<file path="config.mk">
export PLATFORM = sky130hd
export DESIGN_NAME = sps_ctrl
export DESIGN_NICKNAME = d
export VERILOG_FILES = /design/src/rtl/sps_regmem.v /design/src/rtl/sps_ctrl.v
export VERILOG_INCLUDE_DIRS = /design/src /design/src/rtl
export SDC_FILE = /design/constraint.sdc
export NUM_CORES = 2
export LEC_CHECK = 0
export ABC_AREA = 0
export BUFFER_PORTS_ARGS = -buffer_cell sky130_fd_sc_hd__buf_2
export CAP_MARGIN = 25
export CORE_AREA = 2 2 280 351
export CTS_BUF_LIST = sky130_fd_sc_hd__clkbuf_4 sky130_fd_sc_hd__clkbuf_8
export CTS_CLUSTER_SIZE = 28
export DETAILED_ROUTE_END_ITERATION = 10
export DIE_AREA = 0 0 282 353
export PLACE_DENSITY = 0.76
export SYNTH_ARGS = -nofsm -noshare
export SYNTH_HDL_FRONTEND = slang
export SYNTH_SLANG_ARGS = --single-unit
</file>
<file path="constraint.sdc">
create_clock -name i_ref_clk -period 6.3 [get_ports i_ref_clk]
set_input_delay 0.945 -clock i_ref_clk [delete_from_list [all_inputs] [get_ports i_ref_clk]]
set_output_delay 0.945 -clock i_ref_clk [all_outputs]
set_load 0.03 [all_outputs]
</file>
<file path="src/rtl/sps_regs.vh">
// What this block does
// - index write with select low, data follows high
// - scroll start value is the first line address
// - scroll count value means lines minus one
// - scroll step is the offset, zero stops scrolling
// - zero step disables scroll with no ordering
// - start plus count reaching 176 means no scroll
// - step above count means no scroll
// - partial mode disables the scroll function
// - partial start value is first area line
// - partial count is lines, no minus one
// - stand-by only by writing its bit to one
// - stand-by forces low level, finishes current frame
// - then all gates on with amplifiers off, then oscillator stop
// - control register one bit layout, zero inactive
// - power register one enable bit layout
`ifndef SPS_REGS_VH
`define SPS_REGS_VH

// register indices
`define SPS_IDX_CTRL_ONE 7'h00
`define SPS_IDX_SCROLL_FIRST 7'h0f
`define SPS_IDX_SCROLL_WINDOW 7'h10
`define SPS_IDX_SCROLL_STEPS 7'h11
`define SPS_IDX_PART_ONE_FIRST 7'h14
`define SPS_IDX_PART_TWO_FIRST 7'h15
`define SPS_IDX_PART_ONE_TOTAL 7'h16
`define SPS_IDX_PART_TWO_TOTAL 7'h17
`define SPS_IDX_POWER_ONE 7'h19

// control register one fields
`define SPS_CTRL_ALL_ONES 7
`define SPS_CTRL_ALL_ZEROS 6
`define SPS_CTRL_USAGE 5
`define SPS_CTRL_PARTIAL 4
`define SPS_CTRL_STANDBY 3
`define SPS_CTRL_COLOUR 2
`define SPS_CTRL_POWER_MODE 1
`define SPS_CTRL_RSVD_MASK 8'hfe

// power supply control register one fields
`define SPS_PWR_GATE_REG 2
`define SPS_PWR_POWER_REG 1
`define SPS_PWR_DCDC 0

// reset value and panel geometry
`define SPS_RESET_VAL 8'h00
`define SPS_PANEL_LINES 176
`define SPS_LINE_CYCLES 64
`define SPS_DISCHARGE_CYCLES 256

`endif

</file>
<file path="src/rtl/sps_regmem.v">
`timescale 1ns/1ps
// register image for read-back; read data leave through a flop
module sps_regmem #(
  parameter AW = 7,
  parameter DW = 8
) (
  // clock and reset
  input wire i_ref_clk,
  input wire i_rst,
  // write port
  input wire i_we,
  input wire [AW-1:0] i_waddr,
  input wire [DW-1:0] i_wdata,
  // read port
  input wire [AW-1:0] i_raddr,
  output wire [DW-1:0] o_rdata
);
  localparam DEPTH = 1 << AW;
  reg [DW-1:0] mem_q [0:DEPTH-1];
  reg [DW-1:0] rdata_q;
  integer k;

  // every entry resets to zero, so reads of unwritten indices are defined
  always @(posedge i_ref_clk) begin
    if (i_rst) begin
      for (k = 0; k < DEPTH; k = k + 1) begin
        mem_q[k] <= {DW{1'b0}};
      end
      rdata_q <= {DW{1'b0}};
    end else begin
      if (i_we) begin
        mem_q[i_waddr] <= i_wdata;
      end
      rdata_q <= mem_q[i_raddr];
    end
  end

  assign o_rdata = rdata_q;
endmodule // sps_regmem

</file>
<file path="src/rtl/sps_ctrl.v">
`timescale 1ns/1ps
`include "sps_regs.vh"

module sps_ctrl #(
  parameter LINES = `SPS_PANEL_LINES,
  parameter LINE_CYCLES = `SPS_LINE_CYCLES,
  parameter DISCHARGE_CYCLES = `SPS_DISCHARGE_CYCLES
) (
  // clock and reset
  input wire i_ref_clk,
  input wire i_rst,
  // host register port
  input wire i_register_select,
  input wire i_wr_strobe,
  input wire i_rd_strobe,
  input wire [15:0] i_data,
  output wire [7:0] o_rd_data,
  output wire o_rd_valid,
  // scan outputs
  output wire [7:0] o_scan_line,
  output wire [7:0] o_fetch_line,
  output wire o_line_shown,
  output wire o_frame_start,
  output wire o_scroll_active,
  // output stage control
  output wire o_force_ones,
  output wire o_force_zeros,
  output wire o_force_vss,
  output wire o_all_gates_on,
  output wire o_amp_enable,
  output wire o_osc_enable,
  output wire o_colour_reduced,
  output wire o_low_power,
  output wire o_standby_done,
  // companion supply enables
  output wire o_gate_reg_en,
  output wire o_power_reg_en,
  output wire o_dcdc_en
);

  ////////////////////////////////////////////////////////////////////////////
  // constants
  localparam [1:0] ST_RUN = 2'd0;
  localparam [1:0] ST_FINISH = 2'd1;
  localparam [1:0] ST_DISCH = 2'd2;
  localparam [1:0] ST_STOP = 2'd3;
  localparam [8:0] LINES_W = LINES[8:0];
  localparam [7:0] LAST_LINE = LINES_W[7:0] - 8'h01;
  localparam [15:0] LAST_CYC = LINE_CYCLES[15:0] - 16'h0001;
  localparam [15:0] LAST_DISCH = DISCHARGE_CYCLES[15:0] - 16'h0001;
  // true when line y falls in [first, first+total)
  function in_area;
    input [7:0] y;
    input [7:0] first;
    input [7:0] total;
    reg [8:0] stop;
    begin
      stop = {1'b0, first} + {1'b0, total};
      in_area = (total != 8'h00) && (y >= first) && ({1'b0, y} < stop);
    end
  endfunction

  ////////////////////////////////////////////////////////////////////////////
  // register port
  reg [6:0] index_q;
  reg [7:0] ctrl_q;
  reg [7:0] scroll_first_line_q;
  reg [7:0] scroll_window_lines_q;
  reg [7:0] scroll_offset_steps_q;
  reg [7:0] partial_one_first_line_q;
  reg [7:0] partial_two_first_line_q;
  reg [7:0] partial_one_line_total_q;
  reg [7:0] partial_two_line_total_q;
  reg [7:0] power_q;
  reg standby_req_q;
  wire data_wr;
  wire [7:0] wr_byte;
  wire [7:0] mem_rdata;
  assign data_wr = i_wr_strobe & i_register_select;
  assign wr_byte = i_data[7:0];

  always @(posedge i_ref_clk) begin
    if (i_rst) begin
      index_q <= 7'h00;
      ctrl_q <= `SPS_RESET_VAL;
      scroll_first_line_q <= `SPS_RESET_VAL;
      scroll_window_lines_q <= `SPS_RESET_VAL;
      scroll_offset_steps_q <= `SPS_RESET_VAL;
      partial_one_first_line_q <= `SPS_RESET_VAL;
      partial_two_first_line_q <= `SPS_RESET_VAL;
      partial_one_line_total_q <= `SPS_RESET_VAL;
      partial_two_line_total_q <= `SPS_RESET_VAL;
      power_q <= `SPS_RESET_VAL;
      standby_req_q <= 1'b0;
    end else begin
      standby_req_q <= 1'b0;
      if (i_wr_strobe && !i_register_select) begin
        index_q <= i_data[6:0];
      end
      if (data_wr) begin
        case (index_q)
          `SPS_IDX_CTRL_ONE: begin
            ctrl_q <= wr_byte & `SPS_CTRL_RSVD_MASK;
            standby_req_q <= wr_byte[`SPS_CTRL_STANDBY];
          end
          `SPS_IDX_SCROLL_FIRST: begin
            scroll_first_line_q <= wr_byte;
          end
          `SPS_IDX_SCROLL_WINDOW: begin
            scroll_window_lines_q <= wr_byte;
          end
          `SPS_IDX_SCROLL_STEPS: begin
            scroll_offset_steps_q <= wr_byte;
          end
          `SPS_IDX_PART_ONE_FIRST: begin
            partial_one_first_line_q <= wr_byte;
          end
          `SPS_IDX_PART_TWO_FIRST: begin
            partial_two_first_line_q <= wr_byte;
          end
          `SPS_IDX_PART_ONE_TOTAL: begin
            partial_one_line_total_q <= wr_byte;
          end
          `SPS_IDX_PART_TWO_TOTAL: begin
            partial_two_line_total_q <= wr_byte;
          end
          `SPS_IDX_POWER_ONE: begin
            power_q <= wr_byte;
          end
          default: begin
          end
        endcase
      end
    end
  end

  // full image of the index space for read-back
  sps_regmem #(
    .AW(7),
    .DW(8)
  ) u_regmem (
    .i_ref_clk(i_ref_clk),
    .i_rst(i_rst),
    .i_we(data_wr),
    .i_waddr(index_q),
    .i_wdata(wr_byte),
    .i_raddr(index_q),
    .o_rdata(mem_rdata)
  );

  ////////////////////////////////////////////////////////////////////////////
  // read path: strobe, memory flop, output flop
  reg rd_p1_q;
  reg rd_rs_q;
  reg [6:0] rd_idx_q;
  reg [7:0] rd_data_q;
  reg rd_valid_q;
  reg [1:0] state_q;
  reg scroll_ok_q;

  always @(posedge i_ref_clk) begin
    if (i_rst) begin
      rd_p1_q <= 1'b0;
      rd_rs_q <= 1'b0;
      rd_idx_q <= 7'h00;
      rd_data_q <= 8'h00;
      rd_valid_q <= 1'b0;
    end else begin
      rd_p1_q <= i_rd_strobe;
      rd_rs_q <= i_register_select;
      rd_idx_q <= index_q;
      rd_valid_q <= rd_p1_q;
      if (rd_p1_q) begin
        if (!rd_rs_q) begin
          // status view: scroll validity and stand-by progress
          rd_data_q <= {5'h00, scroll_ok_q, state_q};
        end else if (rd_idx_q == `SPS_IDX_CTRL_ONE) begin
          rd_data_q <= mem_rdata & `SPS_CTRL_RSVD_MASK;
        end else begin
          rd_data_q <= mem_rdata;
        end
      end
    end
  end

  ////////////////////////////////////////////////////////////////////////////
  // internal timing; the counters clear to zero while the oscillator is stopped
  reg [15:0] cyc_q;
  reg [7:0] line_q;
  reg [15:0] disch_q;
  reg osc_en_q;
  wire line_tick;
  wire frame_end;
  assign line_tick = osc_en_q && (cyc_q == LAST_CYC);
  assign frame_end = line_tick && (line_q == LAST_LINE);
  always @(posedge i_ref_clk) begin
    if (i_rst) begin
      cyc_q <= 16'h0000;
      line_q <= 8'h00;
    end else if (state_q == ST_STOP) begin
      // restart scanning from the top after wake-up
      cyc_q <= 16'h0000;
      line_q <= 8'h00;
    end else if (osc_en_q) begin
      if (line_tick) begin
        cyc_q <= 16'h0000;
        line_q <= frame_end ? 8'h00 : line_q + 8'h01;
      end else begin
        cyc_q <= cyc_q + 16'h0001;
      end
    end
  end

  ////////////////////////////////////////////////////////////////////////////
  // stand-by sequencer
  reg [1:0] state_d;
  wire standby_bit;
  assign standby_bit = ctrl_q[`SPS_CTRL_STANDBY];

  always @* begin
    state_d = state_q;
    case (state_q)
      ST_RUN: begin
        if (standby_req_q) begin
          state_d = ST_FINISH;
        end
      end
      ST_FINISH: begin
        if (frame_end) begin
          state_d = ST_DISCH;
        end
      end
      ST_DISCH: begin
        if (disch_q == LAST_DISCH) begin
          // a release that came in early resumes scanning when discharge ends, without a stop
          state_d = standby_bit ? ST_STOP : ST_RUN;
        end
      end
      ST_STOP: begin
        if (!standby_bit) begin
          state_d = ST_RUN;
        end
      end
      default: begin
        state_d = ST_RUN;
      end
    endcase
  end

  always @(posedge i_ref_clk) begin
    if (i_rst) begin
      state_q <= ST_RUN;
      disch_q <= 16'h0000;
      osc_en_q <= 1'b1;
    end else begin
      state_q <= state_d;
      if (state_q == ST_DISCH) begin
        disch_q <= disch_q + 16'h0001;
      end else begin
        disch_q <= 16'h0000;
      end
      osc_en_q <= (state_d != ST_STOP);
    end
  end

  ////////////////////////////////////////////////////////////////////////////
  // scroll and partial decode for the current line
  reg scroll_ok;
  reg [8:0] scroll_sum;
  reg [8:0] scroll_len;
  reg [8:0] scroll_off;
  reg [7:0] fetch_d;
  reg in_window;
  reg part_two_ok;
  reg shown_d;
  wire partial_mode;
  assign partial_mode = ctrl_q[`SPS_CTRL_PARTIAL];

  always @* begin
    scroll_sum = {1'b0, scroll_first_line_q} + {1'b0, scroll_window_lines_q};
    scroll_len = {1'b0, scroll_window_lines_q} + 9'h001;
    scroll_ok = (scroll_offset_steps_q != 8'h00) &&
                (scroll_sum < LINES_W) &&
                (scroll_offset_steps_q <= scroll_window_lines_q) &&
                !partial_mode;
    in_window = (line_q >= scroll_first_line_q) && ({1'b0, line_q} <= scroll_sum);
    scroll_off = {1'b0, line_q - scroll_first_line_q} + {1'b0, scroll_offset_steps_q};
    if (scroll_off >= scroll_len) begin
      scroll_off = scroll_off - scroll_len;
    end
    if (scroll_ok && in_window) begin
      fetch_d = scroll_first_line_q + scroll_off[7:0];
    end else begin
      fetch_d = line_q;
    end
    // second area only counts once the first is set and the two stay apart
    part_two_ok = (partial_one_line_total_q != 8'h00) &&
                  (partial_two_line_total_q != 8'h00) &&
                  (({1'b0, partial_two_first_line_q} >=
                    {1'b0, partial_one_first_line_q} + {1'b0, partial_one_line_total_q} +
                    9'h001) ||
                   ({1'b0, partial_one_first_line_q} >=
                    {1'b0, partial_two_first_line_q} + {1'b0, partial_two_line_total_q} +
                    9'h001));
    if (!partial_mode || (partial_one_line_total_q == 8'h00)) begin
      shown_d = 1'b1;
    end else begin
      shown_d = in_area(line_q, partial_one_first_line_q, partial_one_line_total_q) ||
                (part_two_ok &&
                 in_area(line_q, partial_two_first_line_q, partial_two_line_total_q));
    end
  end

  ////////////////////////////////////////////////////////////////////////////
  // output flops
  reg [7:0] scan_line_q;
  reg [7:0] fetch_line_q;
  reg shown_q;
  reg frame_start_q;
  reg force_vss_q;
  reg gates_on_q;
  reg amp_en_q;
  reg done_q;
  always @(posedge i_ref_clk) begin
    if (i_rst) begin
      scan_line_q <= 8'h00;
      fetch_line_q <= 8'h00;
      shown_q <= 1'b1;
      frame_start_q <= 1'b0;
      scroll_ok_q <= 1'b0;
      force_vss_q <= 1'b0;
      gates_on_q <= 1'b0;
      amp_en_q <= 1'b1;
      done_q <= 1'b0;
    end else begin
      scan_line_q <= line_q;
      fetch_line_q <= fetch_d;
      shown_q <= shown_d;
      frame_start_q <= frame_end;
      scroll_ok_q <= scroll_ok;
      force_vss_q <= (state_d == ST_FINISH) || (state_d == ST_DISCH);
      gates_on_q <= (state_d == ST_DISCH);
      amp_en_q <= (state_d == ST_RUN) || (state_d == ST_FINISH);
      done_q <= (state_d == ST_STOP);
    end
  end

  assign o_rd_data = rd_data_q;
  assign o_rd_valid = rd_valid_q;
  assign o_scan_line = scan_line_q;
  assign o_fetch_line = fetch_line_q;
  assign o_line_shown = shown_q;
  assign o_frame_start = frame_start_q;
  assign o_scroll_active = scroll_ok_q;
  assign o_force_ones = ctrl_q[`SPS_CTRL_ALL_ONES];
  assign o_force_zeros = ctrl_q[`SPS_CTRL_ALL_ZEROS];
  assign o_force_vss = force_vss_q;
  assign o_all_gates_on = gates_on_q;
  assign o_amp_enable = amp_en_q;
  assign o_osc_enable = osc_en_q;
  assign o_colour_reduced = ctrl_q[`SPS_CTRL_COLOUR];
  assign o_low_power = ctrl_q[`SPS_CTRL_POWER_MODE];
  assign o_standby_done = done_q;
  assign o_gate_reg_en = power_q[`SPS_PWR_GATE_REG];
  assign o_power_reg_en = power_q[`SPS_PWR_POWER_REG];
  assign o_dcdc_en = power_q[`SPS_PWR_DCDC];
endmodule // sps_ctrl

</file>
==> flow_summary.yaml <==
outcome:
  outcome: "completed"
route:
  viasPerCell: 5.972
  drt_iter0_markers: 3076
  antenna_left: 0
  drt-total-wl_um: 132500
  drc_errors: 0
  wl_per_cell_um: 24.02
  firstDrtPassIters: 5
  via_count: 32930
global_route:
  grt_overflow: 0
  antenna_found_initial: 4
  grt_usage_pct: 27.30
  first_global_vias: 33360
  grt_pass1_wl_um: 202800
  grt_start_max_net_pins: 142
sta:
  skew_ns: 0.02821
  maxSlewHeadroom_pct: 32.84
  slew_violations: 0
  finalCriticalPeriod_ns: 5.932
  finalCritPeriodShare_pct: 94.16
  hold_viol_final: 0
  tightestPinTransition_ns: 1.007
  grt_setup_unrepaired: "false"
  setup_violations: 0
  clock.fmax_mhz: 168.6
  fin_setup_tns_ns: 0
yosys:
  avgSynthCellArea_um2: 14.14
  syn_nets: 4205
  ys_types: 63
  synthFlopType: "edfxtp_1"
  yosys_warnings: 0
  netlist_area_um2: 57220
  ys_seq_area_share_pct: 59.51
  synth_edf_count: 1024
  synthCells: 4047
  async_flop_share_pct: 0
  ys_ff_latch: 1189
setup_path:
  end_kind: "flip-flop"
  cp-start-kind: "flip-flop"
  worst_path_most_repeated_cell: "ha_1"
  crit_type: "reg -> reg"
  cp_max_fo: 12
  cp_data_arrival_time_ns: 6.68
  cpPeakStageDelay_ns: 0.44
  critPathSlowestCell: "fa_1"
  required_ns: 7.04
layout:
  syn2layout_area_growth_pct: 8.445
  fill_cells: 6820
  fin_nets: 4234
  post-route-util_pct: 64.26
  mostFrequentLayoutCells: "1024 x edfxtp_1, 1013 x and2_1, 336 x mux4_2, 282 x nor2_1, 192 x clkbuf_8"
  drive_above_1_share_pct: 17.92
  final_common_cell: "edfxtp_1"
clock_tree:
  post_cts_buffers: 0
  clkLatencyLatePin_ns: 0.86
  post_cts_resized: 0
  clkSinkCount: 1189
  cts_root_buf: "clkbuf_8"
  clk_pin_slew_ns: 0.08
  ctsHoldBuffers: 0
  cts.path.max_buffers: 3
  cts_buffers: 173
  cts_tree: "done"
  htree_num_levels: 4
power_and_ir_drop:
  p_sw_share_pct: 22.59
  intPower_mw: 12.46
  seq_power_share_pct: 55.0
  p_switching_mw: 3.637
  pwr-share-clk_pct: 38.9
  combinationalPowerShare_pct: 6.1
  p_leak_nw: 22.86
  power.total_mw: 16.10
  vdd_ir_drop_max_v: 0.0002232
  power.density_nw_per_um2: 259.4
place:
  portBuffers: 52
  dp_hpwl_um: 85880
  place_congestion: 0.8472
flow_run:
  cap_viol_max_count: 0
die:
  initial_utilization_pct: 59.25
  die_y_um: 353
  rows: 128
  die_w_um: 282
  core_area_um2: 96570
  dieArea_um2: 99550
  io_pins: 61
worst_hold_path:
  hold_class: "in -> reg"
==> cell type report <==
type,count,area (um2),area share [%]
Clock buffer,250,3072,4.950
Inverter,75,281.5,0.4537
Multi-Input combinational cell,2531,21830,35.18
Timing Repair Buffer,106,752.0,1.212
Tap cell,1300,1627,2.621
Clock inverter,61,416.7,0.6714
Sequential cell,1189,34070,54.90
Antenna cell,2,5.005,0.008065
==> logic make-up after synthesis <==
family          count (synthesis)  share of synthesized area, %
xor+xnor                       89                         1.362
fa+ha+maj                     137                         3.087
buf+inv                       327                         2.383
simple gates                 1702                         16.96
flops                        1189                         59.51
mux                           402                         14.38
compound gates                201                         2.320
==> state kept, by name, indices dropped and copies added, names as in the netlist, 8 cells and up <==
| signal | count |
|---|---|
| partial_one_first_line_q | 8 |
| u_regmem.o_rdata | 8 |
| partial_two_line_total_q | 8 |
| scroll_window_lines_q | 8 |
| disch_q | 16 |
| partial_one_line_total_q | 8 |
| partial_two_first_line_q | 8 |
| line_q | 8 |
| u_regmem.mem_q | 1024 |
| o_fetch_line | 8 |
| scroll_first_line_q | 8 |
| scroll_offset_steps_q | 8 |
| cyc_q | 16 |
| o_scan_line | 8 |
| o_rd_data | 8 |
==> worst paths after layout <==
| check | cells after the start | end | slack (ns) | startpoint |
|---|---|---|---|---|
| worst max-delay path | 28 | o_fetch_line[6] | 0.37 | scroll_first_line_q[0] |
| worst min-delay path | 2 | rd_p1_q | 0.32 | i_rd_strobe |
| worst max register to register | 28 | o_fetch_line[6] | 0.37 | scroll_first_line_q[0] |
| worst min register to register | 1 | disch_q[0] | 0.44 | disch_q[0] |
==> power groups by stage <==
stage | combinational [mW] | clock, mW | sequential [mW]
5_1_grt | 1.03 | 6.65 | 8.87
2_1_floorplan | 0.669 | 0 | 8.97
3_5_place_dp | 0.983 | 0 | 9.02
6_report | 0.982 | 6.26 | 8.86
3_3_place_gp | 0.968 | 0 | 9.01
4_1_cts | 0.984 | 6.33 | 8.86
==> routing by layer <==
metal | GRT usage (%) | vias to the layer above | routed length, um
met5 | 0 | - | 24
met3 | 4.532 | 275 | 8930
met2 | 46.72 | 1287 | 67730
met4 | 11.19 | 4 | 5443
li1 | - | 14830 | -
met1 | 34.66 | 16540 | 50330
==> Yosys cell counts (all sizes together) (19+ instances only) <==
master / count / area [um2]
buf: 39 / 281.5
ha: 130 / 1627
a21oi: 52 / 260.3
and2: 1013 / 6337
clkbuf: 213 / 800.8
nor3: 21 / 105.1
nor2: 282 / 1059
nand3: 39 / 195.2
nor4: 19 / 118.9
a21o: 34 / 255.2
inv: 75 / 281.5
nand4: 19 / 118.9
xnor2: 47 / 411.6
nand2b: 19 / 118.9
nand2: 75 / 281.5
dfxtp: 165 / 3303
edfxtp: 1024 / 30750
o21ai: 38 / 190.2
nor2b: 39 / 244.0
or2: 130 / 813.3
xor2: 42 / 367.9
mux2i: 66 / 660.6
mux4: 336 / 7567
and3: 22 / 137.6
==> through the flow <==
step | area [um2] | hold slack [ns] | instances | setup WS, ns
3_3_place_gp | 58520 | 0.4272 | 5200 | 0.3592
4_1_cts | 62010 | 0.2281 | 5511 | 0.2689
3_5_place_dp | 58520 | 0.4377 | 5200 | 0.3007
2_1_floorplan | 57220 | 0.4175 | 4047 | 0.8009
5_1_grt | 62050 | 0.2594 | 5514 | 0.1020
6_report | 62050 | 0.3161 | 5514 | 0.3678
==> worst max-delay path: cells and delay by family, from the launching register on <==
family          cells  cell delay (ns)
simple gates        6             0.71
flops               1             0.40
xor+xnor            3             0.43
buf+inv             2             0.28
mux                 2             0.28
compound gates      9             1.76
fa+ha+maj           6             1.93
(Power assumes the default switching activity.)
